[src/common/preload_map_pkg.sv]
// Constants for the per-port configuration preload mapping
package preload_map_pkg;
  localparam int NUM_PORTS = 3;
  localparam int NUM_REGS  = 6;
  // Configuration offsets (byte addresses within a port's space)
  localparam logic [7:0] OFS_LINK_TIMER  = 8'h70;
  localparam logic [7:0] OFS_PM_CTRL     = 8'h74;
  localparam logic [7:0] OFS_PHY_THREE   = 8'h80;
  localparam logic [7:0] OFS_PHY_FIVE    = 8'h88;
  localparam logic [7:0] OFS_TS_REV      = 8'h8C;
  localparam logic [7:0] OFS_SLOT_CAP    = 8'hD4;
  // Storage index of each register
  localparam logic [2:0] IDX_LINK_TIMER  = 3'h0;
  localparam logic [2:0] IDX_PM_CTRL     = 3'h1;
  localparam logic [2:0] IDX_PHY_THREE   = 3'h2;
  localparam logic [2:0] IDX_PHY_FIVE    = 3'h3;
  localparam logic [2:0] IDX_TS_REV      = 3'h4;
  localparam logic [2:0] IDX_SLOT_CAP    = 3'h5;
  localparam logic [2:0] IDX_NONE        = 3'h7;
  // Reset values
  localparam logic [31:0] RST_LINK_TIMER = 32'h0000_0000;
  localparam logic [31:0] RST_PM_CTRL    = 32'h0000_0000;
  localparam logic [31:0] RST_PHY_THREE  = 32'h0000_0000;
  localparam logic [31:0] RST_PHY_FIVE   = 32'h0000_0000;
  localparam logic [31:0] RST_TS_REV     = 32'h0000_0000;
  localparam logic [31:0] RST_SLOT_CAP   = 32'h0000_0000;
  // Preload word addresses: base + 2 * port, with the ports each covers
  localparam logic [7:0] PL_PM_BASE      = 8'h80;
  localparam logic [2:0] PL_PM_PORTS     = 3'h6;
  localparam logic [7:0] PL_SLOT_LO_BASE = 8'h90;
  localparam logic [7:0] PL_SLOT_HI_BASE = 8'hA0;
  localparam logic [2:0] PL_SLOT_PORTS   = 3'h6;
  localparam logic [7:0] PL_PHY_LO_BASE  = 8'hB0;
  localparam logic [7:0] PL_PHY_HI_BASE  = 8'hC0;
  localparam logic [7:0] PL_REPLAY_BASE  = 8'hD0;
  localparam logic [2:0] PL_ALL_PORTS    = 3'h7;
  localparam logic [7:0] PL_ACK_BASE     = 8'hE0;
  localparam logic [2:0] PL_ACK_PORTS    = 3'h3;
  // Field positions in the target registers
  localparam int RX_POL_DIS_BIT  = 14;
  localparam int PM_FIELD_LSB    = 8;
  localparam int VGA_DEC_BIT     = 31;
  localparam int PHY_FIVE_LSB    = 24;
  localparam int REPLAY_EN_BIT   = 12;
  localparam int TS_REV_LSB      = 24;
  localparam int ACK_LSB         = 16;
  localparam int ACK_EN_BIT      = 30;
  // Field positions in the preload words
  localparam int W_RX_POL_BIT    = 6;
  localparam int W_VGA_BIT       = 7;
  localparam int W_TS_REV_LSB    = 13;
  localparam int W_ACK_EN_BIT    = 14;
endpackage : preload_map_pkg

[src/rtl/port_config_preload_map.sv]
// Preload mapping of image words into three ports' configuration fields
// What this block does
// - Word 82h feeds port 1, word 84h port 2: PM, VGA, vendor fields.
// - PM word bit 6 goes to offset 74h bit 14, Rx polarity disable.
// - PM word bits 5:0 go to offset 74h bits 13:8.
// - PM word bit 7 goes to offset 70h bit 31, VGA decode enable.
// - PM word bits 15:8 go to offset 88h bits 31:24.
// - Words 92h/94h fill slot capability D4h low half, ports 1 and 2.
// - Words A2h/A4h fill slot capability D4h high half, ports 1 and 2.
// - Words B0h/B2h/B4h fill offset 80h bits 15:0 of ports 0-2.
// - Words C0h/C2h/C4h fill offset 80h bits 31:16 of ports 0-2.
// - Replay words D0h-D4h bits 11:0 go to offset 70h bits 11:0.
// - Replay word bit 12 goes to offset 70h bit 12, user enable.
// - Replay word bits 14:13 go to offset 8Ch bits 25:24.
// - Words E0h/E2h bits 13:0 go to offset 70h bits 29:16.
// - Ack word bit 14 goes to offset 70h bit 30, user enable.
`timescale 1ns/100ps
module port_config_preload_map
  import preload_map_pkg::*;
#(
  parameter logic [11:0] REPLAY_BUILTIN = 12'h000,
  parameter logic [13:0] ACK_BUILTIN    = 14'h0000
) (
  // Clock and reset
  input  wire logic                  mclk_in,
  input  wire logic                  rst_in,
  // Preload image words
  input  wire logic                  load_valid_in,
  input  wire logic [7:0]            load_addr_in,
  input  wire logic [15:0]           load_data_in,
  input  wire logic                  load_done_in,
  // Configuration register port
  input  wire logic [9:0]            addr_in,
  input  wire logic [31:0]           wr_data_in,
  input  wire logic                  wr_in,
  input  wire logic                  rd_in,
  output logic      [31:0]           rd_data_out,
  // Status and timer values
  output logic                       cfg_ready_out,
  output logic      [2:0][11:0]      replay_limit_out,
  output logic      [2:0][13:0]      ack_limit_out
);
  import preload_map_pkg::*;

  logic [NUM_PORTS-1:0][NUM_REGS-1:0][31:0] cfg_ff;
  logic [NUM_PORTS-1:0][NUM_REGS-1:0][31:0] nxt_cfg;
  logic                                    ready_ff;
  logic [31:0]                             rd_data_ff;
  logic [2:0][11:0]                        replay_ff;
  logic [2:0][13:0]                        ack_ff;
  logic [2:0]                              bus_idx;
  logic [1:0]                              bus_port;
  logic                                    bus_hit;

  function automatic logic [2:0] reg_index(input logic [7:0] ofs);
    logic [2:0] idx;
    idx = IDX_NONE;
    unique case (ofs)
      OFS_LINK_TIMER: idx = IDX_LINK_TIMER;
      OFS_PM_CTRL:    idx = IDX_PM_CTRL;
      OFS_PHY_THREE:  idx = IDX_PHY_THREE;
      OFS_PHY_FIVE:   idx = IDX_PHY_FIVE;
      OFS_TS_REV:     idx = IDX_TS_REV;
      OFS_SLOT_CAP:   idx = IDX_SLOT_CAP;
      default:        idx = IDX_NONE;
    endcase
    return idx;
  endfunction

  // Word for port p sits at base + 2 * p, only for ports the kind covers
  function automatic logic word_hit(input logic [7:0] base,
                                    input logic [2:0] ports,
                                    input logic [7:0] addr,
                                    input int         p);
    logic [7:0] slot;
    slot = base + 8'(2 * p);
    return ports[p] && (addr == slot);
  endfunction

  assign bus_port = addr_in[9:8];
  assign bus_idx  = reg_index(addr_in[7:0]);
  // Access is held off until the image is fully applied
  assign bus_hit  = ready_ff && (bus_port < 2'h3) &&
                    (bus_idx != IDX_NONE);

  always_comb begin
    logic [15:0] d;
    d = load_data_in;
    nxt_cfg = cfg_ff;
    if (wr_in && bus_hit) begin
      nxt_cfg[bus_port][bus_idx] = wr_data_in;
    end
    // Late image words are ignored so they cannot undo software writes
    if (load_valid_in && !ready_ff) begin
      for (int p = 0; p < NUM_PORTS; p++) begin
        if (word_hit(PL_PM_BASE, PL_PM_PORTS, load_addr_in, p)) begin
          nxt_cfg[p][IDX_PM_CTRL][RX_POL_DIS_BIT] = d[W_RX_POL_BIT];
          nxt_cfg[p][IDX_PM_CTRL][PM_FIELD_LSB +: 6] = d[5:0];
          nxt_cfg[p][IDX_LINK_TIMER][VGA_DEC_BIT] = d[W_VGA_BIT];
          nxt_cfg[p][IDX_PHY_FIVE][PHY_FIVE_LSB +: 8] = d[15:8];
        end
        if (word_hit(PL_SLOT_LO_BASE, PL_SLOT_PORTS, load_addr_in, p)) begin
          nxt_cfg[p][IDX_SLOT_CAP][15:0] = d;
        end
        if (word_hit(PL_SLOT_HI_BASE, PL_SLOT_PORTS, load_addr_in, p)) begin
          nxt_cfg[p][IDX_SLOT_CAP][31:16] = d;
        end
        if (word_hit(PL_PHY_LO_BASE, PL_ALL_PORTS, load_addr_in, p)) begin
          nxt_cfg[p][IDX_PHY_THREE][15:0] = d;
        end
        if (word_hit(PL_PHY_HI_BASE, PL_ALL_PORTS, load_addr_in, p)) begin
          nxt_cfg[p][IDX_PHY_THREE][31:16] = d;
        end
        if (word_hit(PL_REPLAY_BASE, PL_ALL_PORTS, load_addr_in, p)) begin
          nxt_cfg[p][IDX_LINK_TIMER][11:0] = d[11:0];
          nxt_cfg[p][IDX_LINK_TIMER][REPLAY_EN_BIT] = d[12];
          nxt_cfg[p][IDX_TS_REV][TS_REV_LSB +: 2] =
            d[W_TS_REV_LSB +: 2];
        end
        if (word_hit(PL_ACK_BASE, PL_ACK_PORTS, load_addr_in, p)) begin
          nxt_cfg[p][IDX_LINK_TIMER][ACK_LSB +: 14] = d[13:0];
          nxt_cfg[p][IDX_LINK_TIMER][ACK_EN_BIT] = d[W_ACK_EN_BIT];
        end
      end
    end
  end

  // Bits no word covers stay at these values
  always_ff @(posedge mclk_in or posedge rst_in) begin
    if (rst_in) begin
      for (int p = 0; p < NUM_PORTS; p++) begin
        cfg_ff[p][IDX_LINK_TIMER] <= RST_LINK_TIMER;
        cfg_ff[p][IDX_PM_CTRL]    <= RST_PM_CTRL;
        cfg_ff[p][IDX_PHY_THREE]  <= RST_PHY_THREE;
        cfg_ff[p][IDX_PHY_FIVE]   <= RST_PHY_FIVE;
        cfg_ff[p][IDX_TS_REV]     <= RST_TS_REV;
        cfg_ff[p][IDX_SLOT_CAP]   <= RST_SLOT_CAP;
      end
    end else begin
      cfg_ff <= nxt_cfg;
    end
  end

  always_ff @(posedge mclk_in or posedge rst_in) begin
    if (rst_in) begin
      ready_ff <= 1'b0;
    end else if (load_done_in) begin
      ready_ff <= 1'b1;
    end
  end

  // Read data stand for one cycle only; misses and early reads give zero
  always_ff @(posedge mclk_in or posedge rst_in) begin
    if (rst_in) begin
      rd_data_ff <= 32'h0000_0000;
    end else if (rd_in && bus_hit) begin
      rd_data_ff <= cfg_ff[bus_port][bus_idx];
    end else begin
      rd_data_ff <= 32'h0000_0000;
    end
  end

  always_ff @(posedge mclk_in or posedge rst_in) begin
    if (rst_in) begin
      replay_ff <= {3{REPLAY_BUILTIN}};
      ack_ff    <= {3{ACK_BUILTIN}};
    end else begin
      for (int p = 0; p < NUM_PORTS; p++) begin
        replay_ff[p] <= cfg_ff[p][IDX_LINK_TIMER][REPLAY_EN_BIT] ?
                        cfg_ff[p][IDX_LINK_TIMER][11:0] :
                        REPLAY_BUILTIN;
        ack_ff[p]    <= cfg_ff[p][IDX_LINK_TIMER][ACK_EN_BIT] ?
                        cfg_ff[p][IDX_LINK_TIMER][ACK_LSB +: 14] :
                        ACK_BUILTIN;
      end
    end
  end

  assign rd_data_out      = rd_data_ff;
  assign cfg_ready_out    = ready_ff;
  assign replay_limit_out = replay_ff;
  assign ack_limit_out    = ack_ff;

  pm_word_port1_a: assert property (
    @(posedge mclk_in) disable iff (rst_in)
    load_valid_in && !ready_ff && load_addr_in == 8'h82
    |=> cfg_ff[1][IDX_PM_CTRL][14:8] ==
        {$past(load_data_in[6]), $past(load_data_in[5:0])})
    else $error("PM word not placed in port 1 offset 74h");

  vga_phy_port2_a: assert property (
    @(posedge mclk_in) disable iff (rst_in)
    load_valid_in && !ready_ff && load_addr_in == 8'h84
    |=> cfg_ff[2][IDX_PHY_FIVE][31:24] == $past(load_data_in[15:8])
        && cfg_ff[2][IDX_LINK_TIMER][31] == $past(load_data_in[7]))
    else $error("Port 2 VGA or vendor field not loaded");

  port0_no_pm_a: assert property (
    @(posedge mclk_in) disable iff (rst_in)
    load_valid_in && load_addr_in == 8'h80 && !(wr_in && bus_hit)
    |=> $stable(cfg_ff[0][IDX_PM_CTRL]))
    else $error("Word 80h changed port 0 PM control");

  slot_halves_a: assert property (
    @(posedge mclk_in) disable iff (rst_in)
    load_valid_in && !ready_ff && load_addr_in == 8'hA4
    |=> cfg_ff[2][IDX_SLOT_CAP][31:16] == $past(load_data_in)
        && $stable(cfg_ff[2][IDX_SLOT_CAP][15:0]))
    else $error("Slot capability high half of port 2 wrong");

  phy_three_low_a: assert property (
    @(posedge mclk_in) disable iff (rst_in)
    load_valid_in && !ready_ff && load_addr_in == 8'hB2
    |=> cfg_ff[1][IDX_PHY_THREE][15:0] == $past(load_data_in))
    else $error("Port 1 offset 80h low half not loaded");

  replay_fields_a: assert property (
    @(posedge mclk_in) disable iff (rst_in)
    load_valid_in && !ready_ff && load_addr_in == 8'hD4
    |=> cfg_ff[2][IDX_LINK_TIMER][12:0] == $past(load_data_in[12:0])
        && cfg_ff[2][IDX_TS_REV][25:24] == $past(load_data_in[14:13]))
    else $error("Port 2 replay word fields misplaced");

  ack_fields_a: assert property (
    @(posedge mclk_in) disable iff (rst_in)
    load_valid_in && !ready_ff && load_addr_in == 8'hE2
    |=> cfg_ff[1][IDX_LINK_TIMER][30:16] == $past(load_data_in[14:0]))
    else $error("Port 1 ack latency word misplaced");

  early_read_zero_a: assert property (
    @(posedge mclk_in) disable iff (rst_in)
    rd_in && !ready_ff |=> rd_data_out == 32'h0000_0000)
    else $error("Configuration read answered before load end");

  replay_builtin_a: assert property (
    @(posedge mclk_in) disable iff (rst_in)
    !cfg_ff[0][IDX_LINK_TIMER][12] ##1 !cfg_ff[0][IDX_LINK_TIMER][12]
    |-> replay_limit_out[0] == REPLAY_BUILTIN)
    else $error("Replay limit not built-in while user bit clear");

  ack_user_a: assert property (
    @(posedge mclk_in) disable iff (rst_in)
    cfg_ff[1][IDX_LINK_TIMER][30]
    |=> ack_limit_out[1] == $past(cfg_ff[1][IDX_LINK_TIMER][29:16]))
    else $error("Ack limit ignores loaded value");

  pm_word_port2_a: assert property (
    @(posedge mclk_in) disable iff (rst_in)
    load_valid_in && !ready_ff && load_addr_in == PL_PM_BASE + 8'h04
    |=> cfg_ff[2][IDX_PM_CTRL][14:8] == $past(load_data_in[6:0]))
    else $error("PM word not placed in port 2 offset 74h");

  vga_port1_a: assert property (
    @(posedge mclk_in) disable iff (rst_in)
    load_valid_in && !ready_ff && load_addr_in == PL_PM_BASE + 8'h02
    |=> cfg_ff[1][IDX_LINK_TIMER][VGA_DEC_BIT] == $past(load_data_in[7]))
    else $error("Port 1 VGA decode enable not loaded");

  slot_low_port1_a: assert property (
    @(posedge mclk_in) disable iff (rst_in)
    load_valid_in && !ready_ff && load_addr_in == PL_SLOT_LO_BASE + 8'h02
    |=> cfg_ff[1][IDX_SLOT_CAP][15:0] == $past(load_data_in)
        && $stable(cfg_ff[1][IDX_SLOT_CAP][31:16]))
    else $error("Slot capability low half of port 1 wrong");

  slot_port0_none_a: assert property (
    @(posedge mclk_in) disable iff (rst_in)
    load_valid_in && load_addr_in == PL_SLOT_LO_BASE && !(wr_in && bus_hit)
    |=> $stable(cfg_ff[0][IDX_SLOT_CAP]))
    else $error("Word 90h changed port 0 slot capability");

  phy_three_high_a: assert property (
    @(posedge mclk_in) disable iff (rst_in)
    load_valid_in && !ready_ff && load_addr_in == PL_PHY_HI_BASE + 8'h04
    |=> cfg_ff[2][IDX_PHY_THREE][31:16] == $past(load_data_in))
    else $error("Port 2 offset 80h high half not loaded");

  replay_port0_a: assert property (
    @(posedge mclk_in) disable iff (rst_in)
    load_valid_in && !ready_ff && load_addr_in == PL_REPLAY_BASE
    |=> cfg_ff[0][IDX_LINK_TIMER][11:0] == $past(load_data_in[11:0])
        && cfg_ff[0][IDX_TS_REV][25:24] == $past(load_data_in[14:13]))
    else $error("Port 0 replay word fields misplaced");

  ack_port0_a: assert property (
    @(posedge mclk_in) disable iff (rst_in)
    load_valid_in && !ready_ff && load_addr_in == PL_ACK_BASE
    |=> cfg_ff[0][IDX_LINK_TIMER][29:16] == $past(load_data_in[13:0])
        && cfg_ff[0][IDX_LINK_TIMER][30] == $past(load_data_in[14]))
    else $error("Port 0 ack latency word misplaced");

  ack_port2_none_a: assert property (
    @(posedge mclk_in) disable iff (rst_in)
    load_valid_in && load_addr_in == PL_ACK_BASE + 8'h04
    && !(wr_in && bus_hit)
    |=> $stable(cfg_ff[2][IDX_LINK_TIMER]))
    else $error("Word E4h changed port 2 link timer");

  late_word_ignored_a: assert property (
    @(posedge mclk_in) disable iff (rst_in)
    load_valid_in && ready_ff && !wr_in |=> $stable(cfg_ff))
    else $error("Image word applied after load end");

  ready_sticky_a: assert property (
    @(posedge mclk_in) disable iff (rst_in)
    cfg_ready_out |=> cfg_ready_out)
    else $error("Ready dropped without reset");

  read_one_cycle_a: assert property (
    @(posedge mclk_in) disable iff (rst_in)
    !rd_in |=> rd_data_out == 32'h0000_0000)
    else $error("Read data stood longer than one cycle");

  replay_user_a: assert property (
    @(posedge mclk_in) disable iff (rst_in)
    cfg_ff[2][IDX_LINK_TIMER][REPLAY_EN_BIT]
    |=> replay_limit_out[2] == $past(cfg_ff[2][IDX_LINK_TIMER][11:0]))
    else $error("Replay limit ignores loaded value");

  ack_builtin_a: assert property (
    @(posedge mclk_in) disable iff (rst_in)
    !cfg_ff[0][IDX_LINK_TIMER][ACK_EN_BIT]
    |=> ack_limit_out[0] == ACK_BUILTIN)
    else $error("Ack limit not built-in while user bit clear");

endmodule // port_config_preload_map

[config.mk]
export PLATFORM = sky130hd
export DESIGN_NAME = port_config_preload_map
export DESIGN_NICKNAME = d
export VERILOG_FILES = /design/src/common/preload_map_pkg.sv /design/src/rtl/port_config_preload_map.sv
export SDC_FILE = /design/constraint.sdc
export NUM_CORES = 2
export LEC_CHECK = 0
export BUFFER_PORTS_ARGS = -buffer_cell sky130_fd_sc_hd__buf_4
export CAP_MARGIN = 20
export CORE_ASPECT_RATIO = 0.8
export CORE_MARGIN = 5
export CORE_UTILIZATION = 50
export CTS_BUF_LIST = sky130_fd_sc_hd__clkbuf_8
export CTS_CLUSTER_SIZE = 30
export DETAILED_ROUTE_END_ITERATION = 10
export PLACE_DENSITY = 0.67
export SLEW_MARGIN = 20
export SYNTH_ARGS = -nofsm -noshare
export SYNTH_HDL_FRONTEND = slang
export SYNTH_SLANG_ARGS = --single-unit
[constraint.sdc]
create_clock -name mclk_in -period 30.7 [get_ports mclk_in]
set_input_delay 6.14 -clock mclk_in [delete_from_list [all_inputs] [get_ports mclk_in]]
set_output_delay 6.14 -clock mclk_in [all_outputs]
set_load 0.1 [all_outputs]
==> impl_metrics.toml <==
[outcome]
outcome = "complete, no violations"

[worst_setup_path]
slowest_delay_ns = 0.68
critPathKind = "input port to flop"
worstSetupEndpointType = "flop"
crit_slowest_cell = "buf_4"
r2r_cells = 4
cp_common_cell = "buf_4"
critical_path.top_delay_family = "buffers and inverters"
critPathMaxFanout = 64
rrSetupSlack_ns = 27.56
crit_chain = "clkbuf_8 > buf_4 > inv_2 > buf_4 > nand2_1 > nor2_1 > nand3_2 > buf_4 > mux2i_1 > o21ai_0"
crit_buf_inv = 5
cp_data_arrival_time_ns = 10.06
critPathRequiredTime_ns = 31.34
reg2reg_from = "cfg_ready_out"
start_kind = "input port"

[routing]
drc = 0
routedWlPerCell_um = 27.9
routed_wl_um = 112000
dr.pass1.iters = 7
drt_iter0_markers = 2776
vias = 25500
via_per_inst = 6.38
antenna_left = 0

[die]
start_util_pct = 50.3
design.core.area_um2 = 65500
dieHeight_um = 240
die_w_um = 297
rows = 84
io_pins = 183
die_area_um2 = 71200

[placed_design]
routabilityCongestion = 0.920
portBuffers = 182
dp_hpwl_um = 68100

[yosys]
synth_top_area_share_pct = 52.2
async_reset_ff_share_pct = 100
synth_ff_type = "dfrtp_1"
synth.ff_latch_count = 687
synth.yosys.seq_area_share_pct = 52.2
synth_area_um2 = 33000
yosysWarnings = 0
syn-instance-count = 3023
synthTopCellsByArea = "dfrtp_1, mux2i_1, mux2_2"
synth_nets = 3095
postSynthAreaPerCell_um2 = 10.9
synth_common_cells = "dfrtp_1, nand2_1, mux2i_1, o21ai_0, mux2_2"
yosysMostFrequentCell = "dfrtp_1"
synth_edf_count = 0
yosysTopAreaCell = "dfrtp_1"
synthDistinctLibCells = 66

[worst_hold_path]
hp-start = "cfg_ff[384]"
whs_path_depth = 1
hold_class = "flop to flop"
hold_path_end = "replay_limit_out[24]"

[finish]
nNetsFinal = 3139
drive_above_1_share_pct = 24.7
synthToLayoutAreaGrowth_pct = 12.0
fillCellCount = 5579

[power_and_ir_drop]
cellPowerDensity_nw_per_um2 = 48.6
p_leak_nw = 17.8
max-vdd-ir-drop_mv = 0.0398

[cts]
cts_max_path_buffers = 3
clkLatencyLatePin_ns = 0.73
cts_sinks = 687
cts_root_buffer = "clkbuf_8"
cts_setup_buffers = 0
cts_buffers = 108
clk_pin_slew_ns = 0.07
holdBufCountCts = 0
post_cts_resized = 0
htree_levels = 3
cts_tree = "yes"

[run]
drv_cap = 0

[timing]
finalSetupViolCount = 0
slew_viol_final = 0
hold_violations = 0
rsz0062_at_grt = "false"
hold_slack_ns = 0.496
post-route-min-period_ns = 9.43
min_period_over_period_pct = 30.7
worst_pin_slew_ns = 1.12
max_freq_ghz = 0.106
fin_worst_skew_ns = 0.0291
setup_tns_ns = 0
timing.slew.headroom_pct = 23.2

[global_route]
met2_usage_pct = 48.9
track_usage_pct = 30.6
gr-total-overflow = 0
grt_pass1_vias = 25800
busiest_layer = "met2"
antenna_found_initial = 2
use_met3_pct = 6.41
grt_max_degree = 177
met1_usage_pct = 40.3
grt_pass1_wl_um = 166000
worst max path at each step:
stage / start / endpoint / slack, ns / cells after the start
detailed placement: addr_in[9] / cfg_ff[238] / 20.72 / 10
finish: addr_in[9] / cfg_ff[234] / 21.27 / 10
floorplan: rst_in / asynchronous set/reset pin / 5.30 / 1
global placement: addr_in[9] / flop / 20.77 / 9
CTS: addr_in[9] / flop / 21.48 / 9
global route: addr_in[9] / cfg_ff[232] / 21.24 / 10
worst reg2reg max path, cell delays in order (launching register included):
cell and delay [ns]:
dfrtp_1 0.62, nand2_1 0.47, nor3_1 0.62, nand3_4 0.72
mux2_2 0.57
metal layers:
metal | vias up | wire length (um)
li1 | 10800 | -
met1 | 12900 | 43800
met2 | 1470 | 51300
met3 | 376 | 10400
met4 | 2 | 6110
met5 | - | 7
logic make-up (layout without fill, tap and decap cells):
family | Yosys count | after routing | share of synthesized area [%]
AND/OR/NAND/NOR | 679 | 679 | 9.20
flip-flops | 687 | 687 | 52.2
AO/OA/AOI/OAI | 609 | 609 | 10.9
buffers and inverters | 313 | 430 | 3.79
other | 0 | 3 | 0
multiplexers | 735 | 735 | 23.9
power breakdown:
| group | internal (mW) | switching, mW | total (mW) |
|---|---|---|---|
| combinational | 0.0288 | 0.0844 | 0.113 |
| sequential | 0.918 | 0.00800 | 0.926 |
| clock | 0.388 | 0.366 | 0.755 |
cells in the final DEF (no fill, tap or decap), types with 8 or more instances in the layout:
| cell | netlist | routed |
|---|---|---|
| a31oi_1 | 16 | 16 |
| a221oi_1 | 20 | 20 |
| nor2_1 | 79 | 64 |
| dfrtp_1 | 687 | 687 |
| inv_1 | 3 | 38 |
| nand3_1 | 37 | 33 |
| mux2i_1 | 396 | 396 |
| o21ai_0 | 329 | 329 |
| o211ai_1 | 55 | 55 |
| nor2_2 | 1 | 10 |
| clkbuf_8 | 0 | 135 |
| mux2_2 | 328 | 328 |
| o21ai_1 | 25 | 25 |
| nor2b_1 | 9 | 8 |
| a21oi_1 | 62 | 62 |
| o22ai_1 | 25 | 25 |
| buf_4 | 0 | 238 |
| clkinv_2 | 0 | 11 |
| nand2_1 | 406 | 402 |
| or3_1 | 11 | 10 |
| nor3_1 | 26 | 21 |
| and2_1 | 78 | 78 |
| a211oi_1 | 11 | 11 |
metrics by stage:
stage               power, mW  instance area [um^2]  worst slack [ns]  utilization, %  cells
floorplan                1.01                 33000              5.30               -   3023
global placement         1.05                 34800             20.77            53.2   3817
detailed placement       1.05                 34800             20.72            53.2   3817
CTS                      1.80                 36900             21.48            56.3   4000
global route             1.85                 36900             21.24            56.4   4001
finish                   1.79                 36900             21.27            56.4   4003
layout make-up:
cell class / count / area (um^2) / area share (%)
Timing Repair Buffer: 243 / 1860 / 5.05
Sequential cell: 687 / 17200 / 46.6
Clock buffer: 134 / 1840 / 5.00
Antenna cell: 3 / 7.51 / 0.0203
Tap cell: 860 / 1080 / 2.92
Clock inverter: 49 / 201 / 0.546
Multi-Input combinational cell: 2023 / 14700 / 39.8
Inverter: 4 / 22.5 / 0.0610
Note: power is estimated with default switching activity, not from simulation.
